--- src/psc_defines.svh ---
// Bit layout, reset value and framing constants of the control word
`ifndef PSC_DEFINES_SVH
`define PSC_DEFINES_SVH

`define PSC_WORD_W 32
`define PSC_CNT_W 6
`define PSC_SEL_LSB 0
`define PSC_SEL_W 2
`define PSC_SEL_CODE 2'h2
`define PSC_POL_BIT 2
`define PSC_PRESET_BIT 3
`define PSC_CUR_LSB 4
`define PSC_CUR_W 4
`define PSC_PFD_LSB 8
`define PSC_PFD_W 2
`define PSC_FB_LSB 10
`define PSC_FB_W 3
`define PSC_PAIR_LSB 13
`define PSC_PAIR_W 3
`define PSC_PAIRS 5
`define PSC_SLEEP_N_BIT 28
`define PSC_FUNC_BIT 29
`define PSC_DIV_RUN_BIT 30
`define PSC_PUMP_RUN_BIT 31
`define PSC_RESET_VAL 32'hDB6DB4A2
`define PSC_SYNC_STAGES 3

`endif

--- src/psc_pkg.sv ---
// Types shared by the control word logic
`include "psc_defines.svh"

package psc_pkg;

   typedef struct packed {
      logic pump_polarity;
      logic pump_preset_half_supply;
      logic [`PSC_CUR_W-1:0] pump_current;
      logic [`PSC_PFD_W-1:0] detector_pulse_width;
      logic [`PSC_FB_W-1:0] feedback_source;
      logic [`PSC_PAIRS*`PSC_PAIR_W-1:0] pair_source;
      logic outputs_sleep_n;
      logic shared_pin_function;
      logic dividers_run;
      logic pump_run;
   } psc_fields_type;

   typedef struct packed {
      logic ser_clk;
      logic ser_data;
      logic ser_latch;
      logic shared_ctl_n;
   } psc_pins_type;

   typedef enum logic [0:0] {
      psc_rx_idle,
      psc_rx_shift
   } psc_rx_state_type;

endpackage

--- src/psc_pin_sync.sv ---
// Three-stage synchroniser with agreement filter for asynchronous pins
`timescale 1ns/1ps
`default_nettype none

module psc_pin_sync #(
   parameter int WIDTH = 4,
   parameter logic [WIDTH-1:0] RESET_LEVEL = '0
) (
   // Clock and reset
   input wire logic ref_clk,
   input wire logic sys_rst,
   // Pins and filtered levels
   input wire logic [WIDTH-1:0] pin_async,
   output logic [WIDTH-1:0] pin_level
);

   logic [WIDTH-1:0] stage1;
   logic [WIDTH-1:0] stage2;
   logic [WIDTH-1:0] stage3;

   // Stage one feeds only stage two, to keep metastability contained
   always_ff @(posedge ref_clk or posedge sys_rst) begin
      if (sys_rst) begin
         stage1 <= RESET_LEVEL;
         stage2 <= RESET_LEVEL;
         stage3 <= RESET_LEVEL;
      end else begin
         stage1 <= pin_async;
         stage2 <= stage1;
         stage3 <= stage2;
      end
   end

   // A change is taken only once the later two stages agree
   always_ff @(posedge ref_clk or posedge sys_rst) begin
      if (sys_rst) begin
         pin_level <= RESET_LEVEL;
      end else begin
         for (int i = 0; i < WIDTH; i++) begin
            if (stage2[i] == stage3[i]) begin
               pin_level[i] <= stage3[i];
            end
         end
      end
   end

endmodule

`default_nettype wire

--- src/psc_word_two.sv ---
// Serially loaded charge-pump, multiplexer and power control word
//
// Summary of operation
// - Bit 2 sets pump current polarity.
// - Bit 3 presets pump to half supply.
// - Bits 4-7 select pump current, MSB first.
// - Bits 8-9 select detector pulse width.
// - Bits 10-12 select feedback multiplexer source.
// - Five three-bit pair sources from bit 13.
// - Bit 28 low powers outputs down.
// - Bit 29 picks shared pin: reset/hold.
// - Bit 30 low resets all dividers.
// - Bit 31 low tristates the charge pump.
`timescale 1ns/1ps
`default_nettype none

module psc_word_two
   import psc_pkg::*;
(
   // Clock and reset
   input wire logic ref_clk,
   input wire logic sys_rst,
   // Serial configuration pins
   input wire logic ser_clk,
   input wire logic ser_data,
   input wire logic ser_latch,
   // Shared reset or hold pin, active low
   input wire logic shared_ctl_n,
   // Decoded word and whole word image
   output var psc_fields_type cfg,
   output logic [`PSC_WORD_W-1:0] word_image,
   // Effective controls toward the PLL core
   output logic dividers_reset,
   output logic pump_tristate,
   // Frame outcome pulses
   output logic load_done,
   output logic frame_reject
);

   localparam logic [`PSC_CNT_W-1:0] FULL_COUNT =
      `PSC_CNT_W'(`PSC_WORD_W);
   localparam logic [`PSC_CNT_W-1:0] MAX_COUNT = '1;
   localparam psc_pins_type PIN_IDLE = '{
      ser_clk: 1'b0,
      ser_data: 1'b0,
      ser_latch: 1'b1,
      shared_ctl_n: 1'b1
   };

   psc_pins_type pins_raw;
   psc_pins_type pins;
   psc_pins_type pins_prev;
   psc_rx_state_type rx_state;
   psc_rx_state_type next_rx_state;
   logic [`PSC_WORD_W-1:0] shift_reg;
   logic [`PSC_CNT_W-1:0] bit_count;
   logic [`PSC_WORD_W-1:0] word;
   logic clk_rise;
   logic latch_rise;
   logic latch_fall;
   logic frame_ok;
   logic pin_asserted;

   // Splits a stored word into its fields
   function automatic psc_fields_type decode(
      input logic [`PSC_WORD_W-1:0] w
   );
      psc_fields_type f;
      f.pump_polarity = w[`PSC_POL_BIT];
      f.pump_preset_half_supply = w[`PSC_PRESET_BIT];
      f.pump_current = w[`PSC_CUR_LSB +: `PSC_CUR_W];
      f.detector_pulse_width = w[`PSC_PFD_LSB +: `PSC_PFD_W];
      f.feedback_source = w[`PSC_FB_LSB +: `PSC_FB_W];
      f.pair_source =
         w[`PSC_PAIR_LSB +: `PSC_PAIRS*`PSC_PAIR_W];
      f.outputs_sleep_n = w[`PSC_SLEEP_N_BIT];
      f.shared_pin_function = w[`PSC_FUNC_BIT];
      f.dividers_run = w[`PSC_DIV_RUN_BIT];
      f.pump_run = w[`PSC_PUMP_RUN_BIT];
      return f;
   endfunction

   // Divider reset: register bit low, or pin low while in reset role
   function automatic logic divider_reset_of(
      input logic [`PSC_WORD_W-1:0] w,
      input logic pin_on
   );
      return !w[`PSC_DIV_RUN_BIT] ||
         (!w[`PSC_FUNC_BIT] && pin_on);
   endfunction

   // Pump tristate: register bit low, or pin low while in hold role
   function automatic logic pump_tristate_of(
      input logic [`PSC_WORD_W-1:0] w,
      input logic pin_on
   );
      return !w[`PSC_PUMP_RUN_BIT] ||
         (w[`PSC_FUNC_BIT] && pin_on);
   endfunction

   assign pins_raw.ser_clk = ser_clk;
   assign pins_raw.ser_data = ser_data;
   assign pins_raw.ser_latch = ser_latch;
   assign pins_raw.shared_ctl_n = shared_ctl_n;

   // All four pins come from outside this clock domain
   psc_pin_sync #(
      .WIDTH($bits(psc_pins_type)),
      .RESET_LEVEL(PIN_IDLE)
   ) u_pin_sync (
      .ref_clk(ref_clk),
      .sys_rst(sys_rst),
      .pin_async(pins_raw),
      .pin_level(pins)
   );

   always_ff @(posedge ref_clk or posedge sys_rst) begin
      if (sys_rst) begin
         pins_prev <= PIN_IDLE;
      end else begin
         pins_prev <= pins;
      end
   end

   // Data passes the same synchroniser depth as the clock, so the
   // host's setup time around its clock edge is preserved
   assign clk_rise = pins.ser_clk && !pins_prev.ser_clk;
   assign latch_rise = pins.ser_latch && !pins_prev.ser_latch;
   assign latch_fall = !pins.ser_latch && pins_prev.ser_latch;
   assign pin_asserted = !pins.shared_ctl_n;

   // Frame is shifting while the latch pin is low
   always_comb begin
      next_rx_state = rx_state;
      case (rx_state)
         psc_rx_idle: begin
            if (latch_fall) begin
               next_rx_state = psc_rx_shift;
            end
         end
         psc_rx_shift: begin
            if (latch_rise) begin
               next_rx_state = psc_rx_idle;
            end
         end
         default: begin
            next_rx_state = psc_rx_idle;
         end
      endcase
   end

   always_ff @(posedge ref_clk or posedge sys_rst) begin
      if (sys_rst) begin
         rx_state <= psc_rx_idle;
      end else begin
         rx_state <= next_rx_state;
      end
   end

   // Most significant bit arrives first; the select bits come last
   always_ff @(posedge ref_clk or posedge sys_rst) begin
      if (sys_rst) begin
         shift_reg <= '0;
      end else if (rx_state == psc_rx_shift && clk_rise) begin
         shift_reg <= {shift_reg[`PSC_WORD_W-2:0], pins.ser_data};
      end
   end

   // Saturating count lets an over-long frame be told from a full one
   always_ff @(posedge ref_clk or posedge sys_rst) begin
      if (sys_rst) begin
         bit_count <= '0;
      end else if (rx_state == psc_rx_idle) begin
         bit_count <= '0;
      end else if (clk_rise && bit_count != MAX_COUNT) begin
         bit_count <= bit_count + `PSC_CNT_W'(1);
      end
   end

   // Frames for the other words carry another select code
   assign frame_ok = (bit_count == FULL_COUNT) &&
      (shift_reg[`PSC_SEL_LSB +: `PSC_SEL_W] == `PSC_SEL_CODE);

   // The word only changes on a whole frame addressed to it
   always_ff @(posedge ref_clk or posedge sys_rst) begin
      if (sys_rst) begin
         word <= `PSC_RESET_VAL;
      end else if (rx_state == psc_rx_shift && latch_rise && frame_ok) begin
         word <= shift_reg;
      end
   end

   // Frame outcome pulses, one cycle each
   always_ff @(posedge ref_clk or posedge sys_rst) begin
      if (sys_rst) begin
         load_done <= 1'b0;
         frame_reject <= 1'b0;
      end else begin
         load_done <= rx_state == psc_rx_shift && latch_rise && frame_ok;
         frame_reject <= rx_state == psc_rx_shift && latch_rise &&
            !frame_ok;
      end
   end

   // Registered view of the word toward the PLL core
   always_ff @(posedge ref_clk or posedge sys_rst) begin
      if (sys_rst) begin
         cfg <= decode(`PSC_RESET_VAL);
         word_image <= `PSC_RESET_VAL;
      end else begin
         cfg <= decode(word);
         word_image <= word;
      end
   end

   // Register bit and shared pin act alike; the role bit picks which
   // pump or divider control the pin joins
   always_ff @(posedge ref_clk or posedge sys_rst) begin
      if (sys_rst) begin
         dividers_reset <= 1'b0;
         pump_tristate <= 1'b0;
      end else begin
         dividers_reset <= divider_reset_of(word, pin_asserted);
         pump_tristate <= pump_tristate_of(word, pin_asserted);
      end
   end

endmodule

`default_nettype wire

--- config.mk ---
export PLATFORM = sky130hd
export DESIGN_NAME = psc_word_two
export DESIGN_NICKNAME = d
export VERILOG_FILES = /design/src/psc_pkg.sv /design/src/psc_pin_sync.sv /design/src/psc_word_two.sv
export VERILOG_INCLUDE_DIRS = /design/src
export SDC_FILE = /design/constraint.sdc
export NUM_CORES = 1
export LEC_CHECK = 0
export BUFFER_PORTS_ARGS = -buffer_cell sky130_fd_sc_hd__buf_2
export CELL_PAD_IN_SITES_DETAIL_PLACEMENT = 1
export CELL_PAD_IN_SITES_GLOBAL_PLACEMENT = 1
export CORE_MARGIN = 4
export CORE_UTILIZATION = 40
export CTS_BUF_LIST = sky130_fd_sc_hd__clkbuf_16
export CTS_CLUSTER_SIZE = 16
export DETAILED_ROUTE_END_ITERATION = 12
export PLACE_DENSITY_LB_ADDON = 0.1
export SYNTH_ARGS = -nofsm -noshare
export SYNTH_HDL_FRONTEND = slang
export SYNTH_HIERARCHICAL = 1
export SYNTH_SLANG_ARGS = --single-unit
--- constraint.sdc ---
create_clock -name ref_clk -period 6.2 [get_ports ref_clk]
set_input_delay 0 -clock ref_clk [delete_from_list [all_inputs] [get_ports ref_clk]]
set_output_delay 0 -clock ref_clk [all_outputs]
set_load 0.03 [all_outputs]
-- After elaboration in Yosys (flattened, before gate mapping)
Index checks and enable logic that the tools add are counted.
- equality and inequality tests: 8
- reductions and logical operators: 21
- add/subtract/negate cells: 1
- muxes and demuxes: 5
- bitwise gates (word level): 1
- operators by type and width (operator ; number):
    $mux 6 ; 2
    $logic_and 1x1->1 ; 11
    $logic_not 1->1 ; 8
    $add 6x1->6 const B ; 1
    $eq 6x6->1 const B ; 1
    $ne 6x6->1 const B ; 1
    $eq 1x1->1 ; 4
    $eq 2x2->1 const B ; 1
    $logic_or 1x1->1 ; 2
    $mux 1 ; 2
    $ne 2x1->1 const B ; 1
    $pmux 1 s2 ; 1
    $not 1->1 ; 1
- word-level logic and storage cells: 64
- register bits after elaboration: 155
- output and inout port bits: 66
- bits of input ports: 6

-- Depth between registers and ports, before layout
Gate-level depths: netlist (run 1).
- depth in word-level cells: 5
- depth in mapped cells: 6
- mapped depth without buffers: 5

-- Cells and area by module
Netlist (run 1), hierarchy kept.
- by module, submodules not included (module ; area each (sq um) ; cells each ; instances):
    psc_word_two ; 4047.6 ; 253 ; 1
    psc_pin_sync ; 459.2 ; 21 ; 1

-- Worst setup path after synthesis (run 1)
Ideal clock, no wire load.
- path type: reg-to-reg
- from: register bit_count[0]
- to: register word[11]
- cell stages (with the launch flop): 7
- path buffers: 1
- arrival: 1578 ps
- setup slack: 4497 ps
- cell sequence: dfrtp_1 -> inv_1 -> ha_1 -> nand4b_1 -> nor3_4 -> buf_6 -> mux2_2
- longest elaborated chain between the ends: 3
- ends and longest elaborated chain (what ; line ; text):
    start: declaration ; psc_word_two.sv:56 ; logic [`PSC_CNT_W-1:0] bit_count;
    start signal: assignment ; psc_word_two.sv:176 ; bit_count <= bit_count + `PSC_CNT_W'(1);
    $eq 6x6->1 ; psc_word_two.sv:181 ; assign frame_ok = (bit_count == FULL_COUNT) &&
    $logic_and 1x1->1 ; psc_word_two.sv:181 ;
    $logic_and 1x1->1 ; psc_word_two.sv:188 ; end else if (rx_state == psc_rx_shift && latch_rise && frame_ok) begin
    end signal: assignment ; psc_word_two.sv:187 ; word <= `PSC_RESET_VAL;
    end signal: assignment ; psc_word_two.sv:189 ; word <= shift_reg;
    end: declaration ; psc_word_two.sv:57 ; logic [`PSC_WORD_W-1:0] word;
Every way passes these cells.
A chain may end at the register's enable or synchronous reset.

-- Worst setup path in the final report (run 1)
Same ends and word-level chain as after synthesis.

==> impl_results.md, run 1 <==
* Status: finished clean
* Largest net degree at the start of global routing at 71
* Worst setup SP type: flop
* Top_reg_cell synth: dfrtp_1
* Die ar. at 13000 sq um
* Critical Path Source: bit_count[0]$_DFFE_PP0P_
* Pwr Density at 372 nW/um^2
* Die Y-Extent at 114 um
* Final Hold Viols at 0
* Clock root cell: clkbuf_16
* Yosys cell types at 31
* Synth Register Bits at 125
* Post-layout net count at 343
* M1 GR Usage at 0.147
* Synthesized area at 4510 sq um
* Bufs on Longest Clock Path at 2
* Antenna violations before repair at 0
* Top cell type's share of synthesized area at 0.444
* Cells after Synth at 274
* Sequential share of the synthesized area at 0.707
* Drt via density at 4.69
* Grt total ovfl at 0
* Max-Cap Viols at 0
* Maximum clock frequency at 0.521 GHz
* Post-synth EDFFs at 0
* CTS Buf Count at 17
* Core Rows at 38
* Required time worst endpoint at 6.49 ns
* Final cell utilization of the core at 0.501
* Global-route usage over all layers at 0.125
* Number of global-route vias before repair at 2428
* Hold Crit Class: primary input to async pin
* Min cycle time layout at 1.92 ns
* Clock Skew at 0.00960 ns
* Synth area leaders: dfrtp_1 44%, dfstp_2 26%, mux2_2 15%
* Reg2Reg Setup Slack at 4.28 ns
* Worst hold margin at 0.192 ns
* Layout area overhead at 21.6%
* DP Wirelength at 4470 um
* GRT busiest layer: met2
* CTS tree: yes
* Vias at 2287
* CTS H-Tree Depth at 4
* Max Slew Vio Count at 0
* Worst IR Drop VDD at 0.000164 V
* Setup TNS at 0 ns
* Drt first pass iters at 4
* Clock sink count at 125
* Met2 Use GR at 0.199
* Final GP Congestion at 0.683
* Reg2Reg Depth at 6
* Worst-margin pin slew at 0.850 ns
* Synth Warn # at 6
* Global-route wire length before repair at 12300 um
* Placeable Area at 10900 sq um
* RSZ-0062 raised after global routing: no
* Clk Latency, worst-skew pair at 0.41 ns
* DR DRC count at 0
* Setup bufs post-CTS at 0
* CP Max Fanout at 33
* Power Total at 2.04 mW
* Clock Pin Slew Worst Setup and Hold Paths at 0.06 ns
* GR Layer Usage met3 at 0.0444
* PostCTS Resize Cnt at 0
* Kind of critical path: flop to flop
* # setup viols final at 0
* Final period utilization at 0.309
* R2R Path Start: bit_count[0]$_DFFE_PP0P_
* Leak pwr at 2.73 nW
* N_diodes at 0
* Synth top cells by count: 80 x dfrtp_1, 62 x mux2_2, 45 x dfstp_2, 30 x buf_4, 7 x inv_1
* DRT iter0 DRCs at 93
* Asr flop ratio synth at 1.00
* Synth Net Count at 282
* Routed Antenna Nets at 0
* FF-to-FF End: word[11]$_DFFE_PP0P_
* Crit. End Element: flop
* IO Pins at 72
* Share of layout cells above drive strength 1 at 0.635
* Rel. slew slack at 0.433
* WL final at 7360 um
* Crit path DAT at 2.21 ns
* Syn Area/Cell at 16.4 sq um
* IO Port Bufs at 71
* Starting Density at 0.412
* Hold Buf Count CTS at 5
* Yosys top cell by area: dfrtp_1
* Top-count cell post-synth: dfrtp_1
* Die X at 114 um
* WL/cell at 15.1 um
metal layers:
metal | vias to the layer above | wire length, um
met5 | - | 0
met4 | 0 | 185
met3 | 15 | 386
met2 | 54 | 3680
met1 | 1187 | 3110
li1 | 1031 | -
kinds of logic (layout without fill, tap and decap cells):
family | count (synthesis) | count (layout) | share of synthesized area
buf+inv | 44 | 118 | 0.0677
flops | 125 | 125 | 0.707
fa+ha+maj | 7 | 7 | 0.0178
mux | 64 | 64 | 0.159
simple gates | 23 | 23 | 0.0333
compound gates | 11 | 11 | 0.0153
layout make-up:
type / count / area [sq um]
well taps: 140 / 175
fillers: 1086 / 5460
inverters: 7 / 28.8
clock buffers: 17 / 425
multi-input cells: 105 / 1020
flip-flops and latches: 125 / 3180
clock inverters: 15 / 221
repair buffers: 79 / 428
placed cells by master (no fill, tap or decap), types with 2 or more instances in the layout:
cell type       n
buf_2          71
a21oi_1         3
nand3b_1        2
mux2_2         62
clkinvlp_4      4
dfrtp_1        80
clkbuf_16      17
mux2i_1         2
buf_4           3
ha_1            2
nor3_1          2
nor2_1          2
clkinv_4        3
dfstp_2        45
nor2b_1         2
maj3_2          4
inv_1           6
dlygate4sd3_1   5
nand2_1         6
clkinv_2        3
and4b_1         2
bufinv_16       5
o21ai_0         3
worst max-delay path, stage by stage (launching register included):
cell      delay [ns]
dfrtp_1         0.40
inv_1           0.09
ha_1            0.15
nand4b_1        0.17
nor3_4          0.18
buf_4           0.42
mux2_2          0.39
stage by stage:
step	worst slack [ns]	instances	instance area (sq um)
floorplan	3.39	274	4510
global placement	4.30	451	4780
detailed placement	4.25	451	4780
CTS	4.23	488	5480
global route	4.14	488	5480
finish	4.28	488	5480
worst max path at each step:
stage	end	slack, ns	cells past startpoint
after global placement	word[23]$_DFFE_PP0P_	4.30	4
after detailed placement	word[11]$_DFFE_PP0P_	4.25	6
final	word[11]$_DFFE_PP0P_	4.28	6
after floorplan	bit_count[0]$_DFFE_PP0P_	3.39	1
after global routing	word[26]$_DFFE_PP0P_	4.14	6
after CTS	word[17]$_DFFE_PP0P_	4.23	6
where the power goes:
part	internal, mW	leakage [nW]	total [mW]	switching (mW)
Sequential	0.862	1.54	0.894	0.0315
Combinational	0.0428	0.888	0.0835	0.0407
Clock	0.711	0.305	1.06	0.352
Power figures use the tool's default switching activity.
==> inputs of run 2 (changes only) <==
Clock period 6.2 ns to 1.74 ns, I/O delays scaled along.
==> run 2 against run 1 <==
- clock skew fell by 0.0014 ns
- fmax rose by 11%
- final area rose by 4.2%
- routed wire length rose by 7.0%
- clock-buffer cell count did not move
==> impl_results.md, run 2 (synthesized netlist as in run 1, its figures left out) <==
* Sw Share at 0.224 (was 0.208)
* WL final at 7880 um (was 7360 um)
* Number of global-route vias before repair at 2399 (was 2428)
* Worst setup SP type: flop (unchanged)
* Die ar. at 13000 sq um (unchanged)
* Global-route usage over all layers at 0.123 (was 0.125)
* Largest stage delay on the critical path at 0.38 ns (was 0.42 ns)
* RSZ-0062 raised after global routing: yes (was no)
* Power Total at 6.90 mW (was 2.04 mW)
* Clock sink count at 125 (unchanged)
* Max-Cap Viols at 0 (unchanged)
* Final period utilization at 0.992 (was 0.309)
* Die Y-Extent at 114 um (unchanged)
* Hold Crit Class: primary input to async pin (unchanged)
* Pwr Density at 1210 nW/um^2 (was 372 nW/um^2)
* DRT iter0 DRCs at 83 (was 93)
* Leak pwr at 2.82 nW (was 2.73 nW)
* Final GP Congestion at 0.749 (was 0.683)
* Starting Density at 0.412 (unchanged)
* Drt first pass iters at 4 (unchanged)
* Worst IR Drop VDD at 0.000687 V (was 0.000164 V)
* Maximum clock frequency at 0.579 GHz (was 0.521 GHz)
* CP Max Fanout at 5 (was 33)
* Final cell utilization of the core at 0.522 (was 0.501)
* Rel. slew slack at 0.615 (was 0.433)
* Max Slew Vio Count at 0 (unchanged)
* Share of layout cells above drive strength 1 at 0.650 (was 0.635)
* CTS tree: yes (unchanged)
* Die X at 114 um (unchanged)
* DP Wirelength at 4490 um (was 4470 um)
* Crit. End Element: flop (unchanged)
* Flop pwr share at 0.460 (was 0.438)
* Status: finished clean (unchanged)
* Crit path DAT at 2.01 ns (was 2.21 ns)
* CTS Buf Count at 17 (unchanged)
* WL/cell at 15.7 um (was 15.1 um)
* Clock root cell: clkbuf_16 (unchanged)
* Required time worst endpoint at 2.03 ns (was 6.49 ns)
* Clock Skew at 0.00823 ns (was 0.00960 ns)
* Min cycle time layout at 1.73 ns (was 1.92 ns)
* CP max-delay cell: dfrtp_1 (was buf_4)
* IO Port Bufs at 71 (unchanged)
* Leading cell types in the layout, fill and taps excluded: 80 x dfrtp_1, 71 x buf_2, 45 x dfstp_2 (was 80 x dfrtp_1, 71 x buf_2, 62 x mux2_2)
* CTS H-Tree Depth at 4 (unchanged)
* Bufs on Longest Clock Path at 2 (unchanged)
* P_int at 5.36 mW (was 1.62 mW)
* Clk Latency, worst-skew pair at 0.41 ns (about the same)
* Layout area overhead at 26.7% (was 21.6%)
* Logic gate share of total power at 0.053 (was 0.041)
* Grt total ovfl at 0 (unchanged)
* Drt via density at 4.68 (was 4.69)
* P_sw at 1.55 mW (was 424 uW)
* DR DRC count at 0 (unchanged)
* Largest net degree at the start of global routing at 110 (was 71)
* Final Hold Viols at 0 (unchanged)
* Global-route wire length before repair at 12300 um (about the same)
* Worst-margin pin slew at 0.577 ns (was 0.850 ns)
* Vias at 2353 (was 2287)
* IO Pins at 72 (unchanged)
* Placeable Area at 10900 sq um (unchanged)
* Kind of critical path: flop to flop (unchanged)
* Core Rows at 38 (unchanged)
* Antenna violations before repair at 0 (unchanged)
* Post-layout net count at 358 (was 343)
* Commonest non-fill, non-tap cell in the layout: dfrtp_1 (unchanged)
* Clock share of power at 0.487 (was 0.521)
* Clock Pin Slew Worst Setup and Hold Paths at 0.06 ns (about the same)
* N_diodes at 0 (unchanged)
* Buf/Inv on CP at 3 (was 2)
* Setup TNS at 0 ns (unchanged)
* Crit path cell chain: inv_2, ha_4, nand4b_1, nor3_4, buf_6, clkbuf_16, mux2_4 (was inv_1, ha_1, nand4b_1, nor3_4, buf_4, mux2_2)
* CP delay by family, top: buffers and inverters (unchanged)
* Routed Antenna Nets at 0 (unchanged)
* # setup viols final at 0 (unchanged)
-- run 2: metrics by stage --
step | hold WS, ns | setup WS, ns | instances | instance area (sq um)
after global placement | 0.106 | 0.0309 | 460 | 4890
after CTS | 0.206 | -0.0115 | 497 | 5520
after global routing | 0.223 | -0.0645 | 503 | 5710
after detailed placement | 0.107 | -0.00956 | 460 | 4890
after floorplan | -0.0920 | 0.0371 | 274 | 4510
final | 0.225 | 0.0135 | 503 | 5710
-- run 2: power by group through the flow --
stage | clock [mW] | sequential, mW | combinational, mW
floorplan | 0 | 3.19 | 0.250
global placement | 0 | 3.21 | 0.336
detailed placement | 0 | 3.22 | 0.346
CTS | 3.47 | 3.17 | 0.359
global route | 3.62 | 3.20 | 0.412
finish | 3.36 | 3.17 | 0.365
-- run 2: worst paths after layout --
kind / endpoint / slack [ns] / start / depth (start not counted)
worst min register to register: u_pin_sync/stage2[3]$_DFF_PP0_ / 0.35 / u_pin_sync/stage1[3]$_DFF_PP0_ / 0
min in group ref_clk: u_pin_sync/stage1[2]$_DFF_PP0_ / 0.23 / ser_data / 2
worst max register to register: word[3]$_DFFE_PP0P_ / 0.01 / bit_count[0]$_DFFE_PP0P_ / 7
max in group asynchronous: word_image[5]$_DFF_PP1_ / 0.99 / sys_rst / 4
worst max-delay path: word[3]$_DFFE_PP0P_ / 0.01 / bit_count[0]$_DFFE_PP0P_ / 7
worst min-delay path: u_pin_sync/stage1[3]$_DFF_PP0_ / 0.23 / sys_rst / 3
-- run 2: timing repair --
action	4_1_cts	5_1_grt
endpoints found under the setup margin	9	21
hold endpoints to repair	84	0
gates cloned	0	3
pin swaps	1	2
resized for setup	1	26
buffers inserted	0	3
hold buffers	5	0
-- run 2: area by class of cell --
cell class,instances,area [sq um]
fillers,1077,5230
flip-flops and latches,125,3180
multi-input cells,105,1110
repair buffers,94,634
clock buffers,17,425
well taps,140,175
clock inverters,15,148
inverters,7,30.0
-- run 2: routing by layer --
| metal | track usage | wire [um] |
|---|---|---|
| met5 | 0 | 0 |
| met4 | 0.0570 | 155 |
| met3 | 0.0465 | 395 |
| met2 | 0.188 | 3800 |
| met1 | 0.157 | 3520 |
-- run 2: worst reg2reg max path: stages (launching register included) --
cell       delay (ns)
dfrtp_1          0.38
inv_2            0.08
ha_4             0.12
nand4b_1         0.17
nor3_4           0.23
buf_6            0.18
clkbuf_16        0.16
mux2_4           0.29
